File: config.mk
export PLATFORM = sky130hd
export DESIGN_NAME = ussr_device_flat
export DESIGN_NICKNAME = d
export VERILOG_FILES = /design/src/ussr_pkg.sv /design/src/ussr_if.sv /design/src/ussr_device.sv /design/src/flat_wrapper.sv
export SDC_FILE = /design/constraint.sdc
export NUM_CORES = 1
export LEC_CHECK = 0
export ABC_AREA = 1
export BUFFER_PORTS_ARGS = -buffer_cell sky130_fd_sc_hd__buf_2
export CAP_MARGIN = 20
export CORE_ASPECT_RATIO = 1.5
export CORE_UTILIZATION = 34
export CTS_CLUSTER_DIAMETER = 60
export DETAILED_ROUTE_END_ITERATION = 6
export PLACE_DENSITY_LB_ADDON = 0.25
export SLEW_MARGIN = 20
export SYNTH_ARGS = -nofsm -noshare
export SYNTH_HDL_FRONTEND = slang
export SYNTH_SLANG_ARGS = --single-unit
export TNS_END_PERCENT = 30
File: constraint.sdc
create_clock -name ref_clk -period 2 [get_ports ref_clk]
set_clock_uncertainty 0.05 [all_clocks]
set_input_delay 0.3 -clock ref_clk [delete_from_list [all_inputs] [get_ports ref_clk]]
set_output_delay 0.3 -clock ref_clk [all_outputs]
set_load 0.05 [all_outputs]
File: src/ussr_pkg.sv
package ussr_pkg;
    // ------------------------------------------------------------
    // timing at the 20 MHz reference clock
    // ------------------------------------------------------------
    localparam int unsigned CLK_HZ = 20_000_000;
    localparam int unsigned IDLE_MS = 3;
    localparam int unsigned POWERED_OFF_SELECT_MS = 2;
    localparam int unsigned KRESUME_MS = 20;
    localparam int unsigned WAKE_MAX_MS = 15;
    localparam int unsigned RWAKE_K_MS = 10;
    // idle must last longer than 3 ms: one cycle beyond the figure
    localparam int unsigned IDLE_CYC = CLK_HZ / 1000 * IDLE_MS + 1;
    localparam int unsigned POWERED_OFF_SELECT_CYC = CLK_HZ / 1000 * POWERED_OFF_SELECT_MS;
    localparam int unsigned KRESUME_CYC = CLK_HZ / 1000 * KRESUME_MS;
    localparam int unsigned WAKE_MAX_CYC = CLK_HZ / 1000 * WAKE_MAX_MS;
    localparam int unsigned RWAKE_K_CYC = CLK_HZ / 1000 * RWAKE_K_MS;
    // oscillator and multiplier settling, well inside the wake budget
    localparam int unsigned SETTLE_CYC = 32'h0000_2710;
    localparam int unsigned CNT_W = 24;
    // ------------------------------------------------------------
    // command codes and values
    // ------------------------------------------------------------
    localparam logic [15:0] UNLOCK_KEY = 16'hAA37;
    localparam logic [2:0] CMD_NONE = 3'h0;
    localparam logic [2:0] CMD_CFG = 3'h1;
    localparam logic [2:0] CMD_MODE = 3'h2;
    localparam logic [2:0] CMD_IEN = 3'h3;
    localparam logic [2:0] CMD_ACK = 3'h4;
    localparam logic [2:0] CMD_UNLOCK = 3'h5;
    // config word bits: clock running, wake on select, powered off
    localparam int unsigned CFG_CLOCK_RUNNING_BIT = 0;
    localparam int unsigned CFG_WKCS = 1;
    localparam int unsigned CFG_POWERED_OFF_SELECT = 2;
    localparam logic [2:0] CFG_RESET = 3'h1;
    // status/ack word bits
    localparam int unsigned ST_SUSP = 0;
    localparam int unsigned ST_RESM = 1;
    localparam int unsigned ST_BUS = 2;
    localparam int unsigned ST_LOCK = 3;
    localparam int unsigned ST_SUSPOUT = 4;
    localparam int unsigned ST_CLKON = 5;
    typedef enum logic [4:0] {
        USSR_AWAKE = 5'b00001,
        USSR_ARMED = 5'b00010,
        USSR_SUSP = 5'b00100,
        USSR_SETTLE = 5'b01000,
        USSR_RWAKE = 5'b10000
    } ussr_state_t;
endpackage

File: src/ussr_if.sv
// link between the controller end and the firmware end
interface ussr_if;
    logic [2:0] cmd;
    logic [15:0] cmd_data;
    logic cmd_valid;
    logic [5:0] status;
    logic irq;
    logic suspend_out;
    logic chip_select_n;
    modport dev (input cmd, cmd_data, cmd_valid, chip_select_n, output status, irq, suspend_out);
    modport fw (output cmd, cmd_data, cmd_valid, chip_select_n, input status, irq, suspend_out);
endinterface

File: src/ussr_device.sv
// Notes on behaviour
// RULE_01 - idle above 3 ms means bus suspend
// RULE_02 - suspend entry sets flag, enabled interrupt
// RULE_03 - live bus status bit: one in suspend
// RULE_04 - firmware aborts suspend if status zero
// RULE_05 - clearing clock-running bit stops internal clocks
// RULE_06 - suspend only after toggle one then zero
// RULE_07 - powered-off: suspend output, clocks off 2 ms
// RULE_08 - resume on 20 ms K, wake pin, select low
// RULE_09 - select wake needs enable bit and VBUS
// RULE_10 - clocks distributed only after oscillator settles
// RULE_11 - wake drops suspend output, sets resume flag
// RULE_12 - normal operation within 15 ms of wake
// RULE_13 - remote wake drives K for 10 ms
// RULE_14 - after wake writes blocked until unlock
// RULE_15 - system waits for suspend output to drop
// RULE_16 - unlock only with data AA37
// RULE_17 - power-off bit selects powered-off suspend behaviour
// RULE_18 - flags sticky until acknowledged; irq follows enables
module ussr_device
    import ussr_pkg::*;
(
    input wire logic ref_clk,
    input wire logic rst,
    input wire logic clk_en,
    ussr_if.dev bus,
    input wire logic bus_idle,
    input wire logic bus_k_state,
    input wire logic vbus_present,
    input wire logic remote_wake_pin,
    output logic drive_k_state,
    output logic internal_clk_en
);
    // ------------------------------------------------------------
    // pin synchronisers
    // ------------------------------------------------------------
    logic [4:0] sync1_reg;
    logic [4:0] sync2_reg;
    logic idle_s, k_s, vbus_s, wake_s, cs_n_s;
    always_ff @(posedge ref_clk)
    begin
        if (rst)
        begin
            sync1_reg <= 5'h1_0;
            sync2_reg <= 5'h1_0;
        end
        else if (clk_en)
        begin
            sync1_reg <= {bus.chip_select_n, remote_wake_pin, vbus_present, bus_k_state, bus_idle};
            sync2_reg <= sync1_reg;
        end
    end
    assign {cs_n_s, wake_s, vbus_s, k_s, idle_s} = sync2_reg;

    // ------------------------------------------------------------
    // state and registers
    // ------------------------------------------------------------
    ussr_state_t state_reg, state_next;
    logic [CNT_W-1:0] idle_cnt_reg, idle_cnt_next;
    logic [CNT_W-1:0] k_cnt_reg, k_cnt_next;
    logic [CNT_W-1:0] tmr_reg, tmr_next;
    logic [CNT_W-1:0] rk_cnt_reg, rk_cnt_next;
    logic bus_susp_reg, bus_susp_next;
    logic susp_flag_reg, susp_flag_next;
    logic resm_flag_reg, resm_flag_next;
    logic ie_susp_reg, ie_susp_next;
    logic ie_resm_reg, ie_resm_next;
    logic [2:0] cfg_reg, cfg_next;
    logic remote_reg, remote_next;
    logic lock_reg, lock_next;
    logic susp_out_reg, susp_out_next;
    logic clk_on_reg, clk_on_next;
    logic irq_reg, irq_next;
    logic dk_reg, dk_next;
    logic [5:0] status_reg, status_next;

    function automatic logic [CNT_W-1:0] sat_inc(input logic [CNT_W-1:0] v);
        sat_inc = (&v) ? v : v + 1'b1;
    endfunction

    // ------------------------------------------------------------
    // next-state logic
    // ------------------------------------------------------------
    logic wr_ok, wake_host, wake_remote, susp_rise, resume_ev;
    always_comb
    begin
        state_next = state_reg;
        idle_cnt_next = idle_s ? sat_inc(idle_cnt_reg) : '0;
        k_cnt_next = k_s ? sat_inc(k_cnt_reg) : '0;
        tmr_next = tmr_reg;
        rk_cnt_next = rk_cnt_reg;
        bus_susp_next = bus_susp_reg;
        susp_flag_next = susp_flag_reg;
        resm_flag_next = resm_flag_reg;
        ie_susp_next = ie_susp_reg;
        ie_resm_next = ie_resm_reg;
        cfg_next = cfg_reg;
        remote_next = remote_reg;
        lock_next = lock_reg;
        susp_out_next = susp_out_reg;
        clk_on_next = clk_on_reg;
        dk_next = dk_reg;
        wr_ok = bus.cmd_valid && !lock_reg;
        wake_host = (k_cnt_reg >= CNT_W'(KRESUME_CYC)); // [RULE_08]
        wake_remote = wake_s || (!cs_n_s && cfg_reg[CFG_WKCS] && vbus_s); // [RULE_08] [RULE_09]
        susp_rise = 1'b0;
        resume_ev = 1'b0;
        // bus suspend detect and live status
        if (!bus_susp_reg && idle_cnt_reg >= CNT_W'(IDLE_CYC)) // [RULE_01]
        begin
            bus_susp_next = 1'b1;
            susp_rise = 1'b1;
        end
        else if (bus_susp_reg && !idle_s)
            bus_susp_next = 1'b0; // [RULE_03]
        // firmware commands; config, enable and mode writes ignored while locked, ack and unlock accepted
        if (wr_ok && bus.cmd == CMD_CFG)
            cfg_next = bus.cmd_data[2:0];
        if (wr_ok && bus.cmd == CMD_IEN)
        begin
            ie_susp_next = bus.cmd_data[ST_SUSP];
            ie_resm_next = bus.cmd_data[ST_RESM];
        end
        if (bus.cmd_valid && bus.cmd == CMD_ACK)
        begin
            if (bus.cmd_data[ST_SUSP])
                susp_flag_next = 1'b0; // [RULE_18]
            if (bus.cmd_data[ST_RESM])
                resm_flag_next = 1'b0; // [RULE_18]
        end
        if (bus.cmd_valid && bus.cmd == CMD_UNLOCK && bus.cmd_data == UNLOCK_KEY)
            lock_next = 1'b0; // [RULE_14] [RULE_16]
        // clock gating by firmware bit while awake
        if (state_reg == USSR_AWAKE || state_reg == USSR_ARMED || state_reg == USSR_RWAKE)
            clk_on_next = cfg_next[CFG_CLOCK_RUNNING_BIT]; // [RULE_05]
        case (state_reg)
            USSR_AWAKE:
            begin
                if (wr_ok && bus.cmd == CMD_MODE && bus.cmd_data[0])
                    state_next = USSR_ARMED;
            end
            USSR_ARMED:
            begin
                if (wr_ok && bus.cmd == CMD_MODE && !bus.cmd_data[0]) // [RULE_06]
                begin
                    state_next = USSR_SUSP;
                    tmr_next = '0;
                    susp_out_next = cfg_reg[CFG_POWERED_OFF_SELECT]; // [RULE_07] [RULE_17]
                end
            end
            USSR_SUSP:
            begin
                tmr_next = sat_inc(tmr_reg);
                if (cfg_reg[CFG_POWERED_OFF_SELECT] && tmr_reg >= CNT_W'(POWERED_OFF_SELECT_CYC - 1))
                    clk_on_next = 1'b0; // [RULE_07]
                if (wake_host || wake_remote)
                begin
                    state_next = USSR_SETTLE;
                    tmr_next = '0;
                    clk_on_next = 1'b0; // [RULE_10]
                    remote_next = wake_remote && !wake_host; // [RULE_13]
                    rk_cnt_next = '0;
                end
            end
            USSR_SETTLE:
            begin
                tmr_next = sat_inc(tmr_reg);
                if (tmr_reg >= CNT_W'(SETTLE_CYC - 1)) // [RULE_10] [RULE_12]
                begin
                    state_next = remote_reg ? USSR_RWAKE : USSR_AWAKE;
                    dk_next = remote_reg; // [RULE_13]
                    // the run bit was cleared before suspend; without this the clocks would stop again at once
                    cfg_next[CFG_CLOCK_RUNNING_BIT] = 1'b1; // [RULE_10]
                    clk_on_next = 1'b1;
                    susp_out_next = 1'b0; // [RULE_11]
                    resume_ev = 1'b1;
                    lock_next = 1'b1; // [RULE_14]
                end
            end
            USSR_RWAKE:
            begin
                rk_cnt_next = sat_inc(rk_cnt_reg);
                if (rk_cnt_reg >= CNT_W'(RWAKE_K_CYC - 1)) // [RULE_13]
                begin
                    dk_next = 1'b0;
                    remote_next = 1'b0;
                    state_next = USSR_AWAKE;
                end
            end
            default:
                state_next = USSR_AWAKE;
        endcase
        // sticky flags: a new event wins over an acknowledge
        if (susp_rise)
            susp_flag_next = 1'b1; // [RULE_02]
        if (resume_ev)
            resm_flag_next = 1'b1; // [RULE_11]
        irq_next = (susp_flag_next && ie_susp_next) || (resm_flag_next && ie_resm_next); // [RULE_18]
        status_next = {clk_on_next, susp_out_next, lock_next, bus_susp_next, resm_flag_next, susp_flag_next};
    end

    // ------------------------------------------------------------
    // registers
    // ------------------------------------------------------------
    always_ff @(posedge ref_clk)
    begin
        if (rst)
        begin
            state_reg <= USSR_AWAKE;
            idle_cnt_reg <= '0;
            k_cnt_reg <= '0;
            tmr_reg <= '0;
            rk_cnt_reg <= '0;
            bus_susp_reg <= 1'b0;
            susp_flag_reg <= 1'b0;
            resm_flag_reg <= 1'b0;
            ie_susp_reg <= 1'b0;
            ie_resm_reg <= 1'b0;
            cfg_reg <= CFG_RESET;
            remote_reg <= 1'b0;
            lock_reg <= 1'b0;
            susp_out_reg <= 1'b0;
            clk_on_reg <= 1'b1;
            irq_reg <= 1'b0;
            dk_reg <= 1'b0;
            status_reg <= 6'h20;
        end
        else if (clk_en)
        begin
            state_reg <= state_next;
            idle_cnt_reg <= idle_cnt_next;
            k_cnt_reg <= k_cnt_next;
            tmr_reg <= tmr_next;
            rk_cnt_reg <= rk_cnt_next;
            bus_susp_reg <= bus_susp_next;
            susp_flag_reg <= susp_flag_next;
            resm_flag_reg <= resm_flag_next;
            ie_susp_reg <= ie_susp_next;
            ie_resm_reg <= ie_resm_next;
            cfg_reg <= cfg_next;
            remote_reg <= remote_next;
            lock_reg <= lock_next;
            susp_out_reg <= susp_out_next;
            clk_on_reg <= clk_on_next;
            irq_reg <= irq_next;
            dk_reg <= dk_next;
            status_reg <= status_next;
        end
    end

    // outputs straight from flip-flops
    assign bus.status = status_reg;
    assign bus.irq = irq_reg;
    assign bus.suspend_out = susp_out_reg;
    assign drive_k_state = dk_reg;
    assign internal_clk_en = clk_on_reg;
endmodule // ussr_device

File: src/flat_wrapper.sv
// flat-port wrapper written by rule: the top's interface ports become plain ports
module ussr_device_flat import ussr_pkg::*;
  (ref_clk, rst, clk_en, bus_idle, bus_k_state, vbus_present, remote_wake_pin, drive_k_state, internal_clk_en, bus_cmd, bus_cmd_data, bus_cmd_valid, bus_chip_select_n, bus_status, bus_irq, bus_suspend_out);
  ussr_if bus_i ();
  input wire logic ref_clk;
  input wire logic rst;
  input wire logic clk_en;
  input wire logic bus_idle;
  input wire logic bus_k_state;
  input wire logic vbus_present;
  input wire logic remote_wake_pin;
  output logic drive_k_state;
  output logic internal_clk_en;
  input wire logic [$bits(bus_i.cmd)-1:0] bus_cmd;
  input wire logic [$bits(bus_i.cmd_data)-1:0] bus_cmd_data;
  input wire logic [$bits(bus_i.cmd_valid)-1:0] bus_cmd_valid;
  input wire logic [$bits(bus_i.chip_select_n)-1:0] bus_chip_select_n;
  output wire logic [$bits(bus_i.status)-1:0] bus_status;
  output wire logic [$bits(bus_i.irq)-1:0] bus_irq;
  output wire logic [$bits(bus_i.suspend_out)-1:0] bus_suspend_out;
  assign bus_i.cmd = bus_cmd;
  assign bus_i.cmd_data = bus_cmd_data;
  assign bus_i.cmd_valid = bus_cmd_valid;
  assign bus_i.chip_select_n = bus_chip_select_n;
  assign bus_status = bus_i.status;
  assign bus_irq = bus_i.irq;
  assign bus_suspend_out = bus_i.suspend_out;
  ussr_device u_core (.ref_clk(ref_clk), .rst(rst), .clk_en(clk_en), .bus(bus_i), .bus_idle(bus_idle), .bus_k_state(bus_k_state), .vbus_present(vbus_present), .remote_wake_pin(remote_wake_pin), .drive_k_state(drive_k_state), .internal_clk_en(internal_clk_en));
endmodule
==> results.cfg, run 1 <==
[flow_run]
max-cap-violations = 0

[synthesis]
synth_top_flop_cell = dfxtp_1
netlist_instances = 1261
synth_top_area_share_pct = 31.8
netlist_area_um2 = 7880
synth_cell_types = 44
synthArstFlopShare_pct = 0
synth_area_per_cell_um2 = 6.25
synth_area_leaders = dfxtp_1 (32%), nand2_1 (15%), nor2_1 (12%), nand3_1 (6.4%), inv_1 (6.2%)
yosys.area.top_type = dfxtp_1
syn-num-nets = 1296
synth_edf_count = 0
seq_area_frac_synth_pct = 31.8
yosysWarnings = 0
synth-seq-cells = 125

[grt]
grt_pass1_vias = 7679
grt_start_max_net_pins = 50
antenna_found_initial = 0
grt_overflow = 0
grt_use_total_pct = 18.8
grt_pass1_wl_mm = 35.6

[layout]
insertedDiodeCount = 0
drive_above_1_share_pct = 15.5
fillCellCount = 2384
finalInstanceArea_um2 = 9380
area_growth_pct = 19.1
layout.nets = 1371

[power_and_ir_drop]
ir_drop_uv = 579
p_leak_nw = 3.68
p_sw_mw = 1.99
p_seq_share_pct = 37.2
p_clk_share_pct = 48.6
intPower_mw = 5.17
p_comb_share_pct = 14.2
netSwitchingFraction_pct = 27.8
total_power_mw = 7.17
p_per_area_nw_per_um2 = 764

[cts]
clk_pin_slew_ns = 0.06
cts-root-buf = clkbuf_16
clockBufferDepth = 2
htreeDepth = 4
tritoncts = built
insertion_delay_ns = 0.43
ctsHoldBuffers = 0
cts_made_buffers = 17
cts_sinks = 125

[die]
die_w_um = 126
die_h_um = 188
core_um2 = 22600
start_util_pct = 34.9
rows = 67
io_pins = 38
dieArea_um2 = 23800

[worst_setup_path]
critPathMaxStageDelay_ns = 0.35
crit_type = reg -> reg
worstSetupEndpointType = register
cp_data_required_time_ns = 2.28
worstPathMaxFanout = 11
cp-start-kind = register
crit_chain = ha_2 > nand2_1 > nor2_4 > nand2_1 > nor2_1 > nand2_2 > inv_2 > nor2_4 > buf_12 > buf_4 > xnor2_1 > nor2_1
worst_path_max_delay_cell = dfxtp_2
crit_arrival_ns = 2.16

[placed_design]
dpl_cell_area_um2 = 8580
place_congestion = 0.899
dp_hpwl_mm = 15.9
portBuffers = 37

[sta]
hold_viol = 0
fin_tns_setup_ns = 0
rsz0062_at_grt = true
slew_violations = 0
tightest_slew_ns = 0.540
setup_viol = 0
slew-limit-headroom_pct = 63.7
fin_crit_sh_pct = 94.4
max_freq_ghz = 0.530
min_period_ns = 1.89

[route]
wire_per_inst_um = 13.2
ant_nets = 0
vias = 7997
routed_wl_mm = 21.4
drt_iter0_drc = 431
drt_first_pass_iters = 5
drcViolationCount = 0
via_per_inst = 4.92

[worst_hold_path]
hold_path.class = in -> reg

[outcome]
status = completed
==> per-layer routing <==
layer	vias to the layer above	track usage, %	share of wire [%]
li1	4173	-	-
met1	3648	20.1	42
met2	143	35.8	53
met3	33	3.12	2.7
met4	0	8.02	2.7
met5	-	0	0
==> cells in the mapped netlist, types with 3 or more instances <==
library cell	n
nand2_1	321
nor2_1	242
inv_1	130
dfxtp_1	125
nand3_1	101
a21oi_1	59
o21ai_0	46
xor2_1	30
nor3_1	28
nand4_1	25
nand2_2	21
clkbuf_1	14
inv_2	11
a21oi_2	10
buf_6	9
nor2_2	8
ha_1	7
buf_2	6
buf_4	6
nor4_1	6
a21boi_0	5
nand4_2	5
nor3_2	5
nor3b_1	5
xnor2_1	5
nor2_4	4
a211oi_1	3
nand3_2	3
nand3b_1	3
==> path summary, 6_finish.rpt <==
path | to | cells past startpoint | start | slack, ns
worst min register to register | u_core.k_cnt_reg[9] | 1 | u_core.k_cnt_reg[9] | 0.41
worst max register to register | u_core.tmr_reg[0] | 12 | u_core.tmr_reg[0] | 0.11
worst max-delay path | u_core.tmr_reg[0] | 12 | u_core.tmr_reg[0] | 0.11
worst min-delay path | u_core.sync1_reg[3] | 3 | remote_wake_pin | 0.05
==> power groups by stage <==
stage               sequential [mW]  clock (mW)  combinational (mW)
finish                         2.67        3.49                1.01
global route                   2.68        3.66                1.12
CTS                            2.66        3.56               0.933
detailed placement             2.72           0               0.929
global placement               2.72           0               0.922
floorplan                      2.72           0               0.681
==> worst max-delay path, delay by kind of cell (launching register included) <==
family | cells | cell delay [ns]
xor+xnor | 1 | 0.13
buf+inv | 3 | 0.38
flops | 1 | 0.35
simple gates | 7 | 0.68
fa+ha+maj | 1 | 0.18
==> layout make-up <==
type                    count  area, um2  area share, %
inverters                 142        541           5.76
clock buffers              19        443           4.72
flip-flops and latches    125       2510           26.7
clock inverters            13        213           2.27
multi-input cells         960       4690           49.9
repair buffers             90        649           6.92
well taps                 276        345           3.68
==> placed cells by master (no fill, tap or decap), types with 11 or more instances in the layout <==
master | netlist | final
xor2_1 | 30 | 30
buf_2 | 6 | 37
inv_1 | 130 | 129
a21oi_1 | 59 | 59
nand4_1 | 25 | 25
inv_2 | 11 | 11
clkbuf_16 | 0 | 17
nor3_1 | 28 | 26
nor2_1 | 242 | 239
nand2_1 | 321 | 321
nand3_1 | 101 | 99
nand2_2 | 21 | 21
buf_4 | 6 | 47
o21ai_0 | 46 | 46
dfxtp_1 | 125 | 122
==> per-stage QoR <==
step           util, %  hold WS, ns  instances  setup slack (ns)
2_1_floorplan        -        0.374       1261             0.249
3_3_place_gp      38.1        0.399       1586            0.0114
3_5_place_dp      38.1        0.403       1586           -0.0283
4_1_cts           41.0       0.0449       1618            0.0561
5_1_grt           41.6       0.0628       1625           -0.0164
6_report          41.6       0.0527       1625             0.112
==> cell families after synthesis <==
logic type | count (synthesis) | synth area share [%]
adder cells (fa/ha/maj) | 7 | 1.11
XOR/XNOR | 35 | 3.89
AO/OA/AOI/OAI | 132 | 9.48
flip-flops | 125 | 31.8
buffers and inverters | 177 | 9.70
AND/OR/NAND/NOR | 785 | 44.1
==> repair_timing <==
item,CTS,global route
gates resized for setup,1,22
endpoints found under the setup margin,3,66
setup buffers,0,6
gates cloned,0,1
pin swaps,0,5
Note: power is estimated with default switching activity, not from simulation.
==> run 2: changes to the inputs <==
--- a/config.mk
+++ b/config.mk
@@ -12,6 +12,7 @@
 export CORE_UTILIZATION = 34
 export CTS_CLUSTER_DIAMETER = 60
 export DETAILED_ROUTE_END_ITERATION = 6
+export MAX_ROUTING_LAYER = met4
 export PLACE_DENSITY_LB_ADDON = 0.25
 export SLEW_MARGIN = 20
 export SYNTH_ARGS = -nofsm -noshare
==> results.cfg, run 2 (synthesis gave the netlist of run 1 again) <==
[outcome]
status = completed

[die]
dieArea_um2 = 23800
start_util_pct = 34.9
io_pins = 38
die_w_um = 126
rows = 67
core_um2 = 22600
die_h_um = 188

[layout]
final_common_cell = nand2_1
layout.nets = 1371
area_growth_pct = 18.9
ff_latch_area_um2 = 2500
final_cell_mix = nand2_1 (321), nor2_1 (239), inv_1 (129)
multi_input_area_um2 = 4690
fillCellCount = 2382
finalInstanceArea_um2 = 9370
insertedDiodeCount = 0
drive_above_1_share_pct = 15.4

[cts]
cts-root-buf = clkbuf_16
htreeDepth = 4
clockBufferDepth = 2
tritoncts = built
clk_pin_slew_ns = 0.06
insertion_delay_ns = 0.44
cts_made_buffers = 17
cts_sinks = 125

[route]
via_per_inst = 4.91
routed_wl_mm = 21.4
drt_first_pass_iters = 5
drt_iter0_drc = 445
wire_per_inst_um = 13.1
vias = 7974
ant_nets = 0
drcViolationCount = 0

[worst_setup_path]
crit_chain = ha_1 > nand2_1 > inv_1 > nand3_1 > nor2_4 > nand4_2 > nand2_4 > inv_2 > nand2_1 > o21ai_0 > nor2_1
critPathMaxStageDelay_ns = 0.31
worst_path_max_delay_cell = dfxtp_1
worstPathMaxFanout = 18
crit_arrival_ns = 2.11
worstSetupEndpointType = register
crit_type = reg -> reg
cp_data_required_time_ns = 2.27
cp-start-kind = register
path_common_cell = nand2_1
rrSetupSlack_ns = 0.16

[sta]
setup_viol = 0
slew-limit-headroom_pct = 64.0
min_period_ns = 1.84
max_freq_ghz = 0.543
fin_crit_sh_pct = 92.2
tightest_slew_ns = 0.535
timing.final.ws_setup_ns = 0.157
rsz0062_at_grt = true
hold_viol = 0
slew_violations = 0
hold_slack_ns = 0.0522

[power_and_ir_drop]
p_leak_nw = 3.68
p_per_area_nw_per_um2 = 765
ir_drop_uv = 578

[placed_design]
portBuffers = 37
place_congestion = 0.914
dp_hpwl_mm = 15.9
dp_slack_ns = -0.0283
dpl_cell_area_um2 = 8580

[grt]
grt_pass1_vias = 7667
grt_overflow = 0
grt_use_total_pct = 19.4
grt_start_max_net_pins = 50
grt_pass1_wl_mm = 35.7
antenna_found_initial = 0

[flow_run]
max-cap-violations = 0

[worst_hold_path]
hold_path.class = in -> reg
[run 2: critical path: cells and delay by family, from the launching register on]
family	cells	cell delay [ns]
and+or+nand+nor	7	0.65
buffers and inverters	2	0.32
DFF	1	0.31
adders and majority gates	1	0.22
AOI/OAI and AO/OA	1	0.18
[run 2: layout make-up]
class,instances,share of cell area [%]
well taps,276,3.69
flip-flops and latches,125,26.7
repair buffers,90,6.80
clock inverters,13,2.27
clock buffers,19,4.73
inverters,142,5.77
multi-input cells,960,50.0
[run 2: metal layers]
metal / vias to the layer above / GRT usage, % / wire, um / part of all wire (%)
met5: - / - / 0 / 0
met4: 0 / 8.02 / 578 / 2.7
met3: 37 / 3.04 / 493 / 2.3
met2: 132 / 35.8 / 11300 / 53
met1: 3634 / 20.1 / 8990 / 42
li1: 4171 / - / - / -
[run 2: power by group]
| part | internal (mW) | total, mW | switching (mW) | leakage [nW] |
|---|---|---|---|---|
| registers | 2.57 | 2.67 | 0.0921 | 1.01 |
| clock network | 2.25 | 3.50 | 1.24 | 0.315 |
| logic | 0.343 | 1.00 | 0.661 | 2.35 |
[run 2: path summary, 6_finish.rpt]
| check | start | endpoint | cells past startpoint |
|---|---|---|---|
| setup reg to reg | u_core.idle_cnt_reg[0] | u_core.idle_cnt_reg[7] | 11 |
| hold / removal | remote_wake_pin | u_core.sync1_reg[3] | 3 |
| hold reg to reg | u_core.k_cnt_reg[9] | u_core.k_cnt_reg[9] | 1 |
| setup / recovery | u_core.idle_cnt_reg[0] | u_core.idle_cnt_reg[7] | 11 |
[run 2: timing repair]
action / 4_1_cts / 5_1_grt
hold buffers: 0 / 0
cloned: 0 / 1
resized for setup: 1 / 21
pin swaps: 0 / 5
endpoints found under the setup margin: 3 / 66
buffers inserted: 0 / 6
[run 2: per-stage QoR]
step / power, mW / cells / util (%) / setup TNS, ns
final: 7.17 / 1625 / 41.6 / 0
after global routing: 7.45 / 1625 / 41.6 / -0.0128
after CTS: 7.16 / 1618 / 41.0 / 0
after detailed placement: 3.65 / 1586 / 38.1 / -0.0484
after global placement: 3.64 / 1586 / 38.1 / 0
after floorplan: 3.40 / 1261 / - / 0
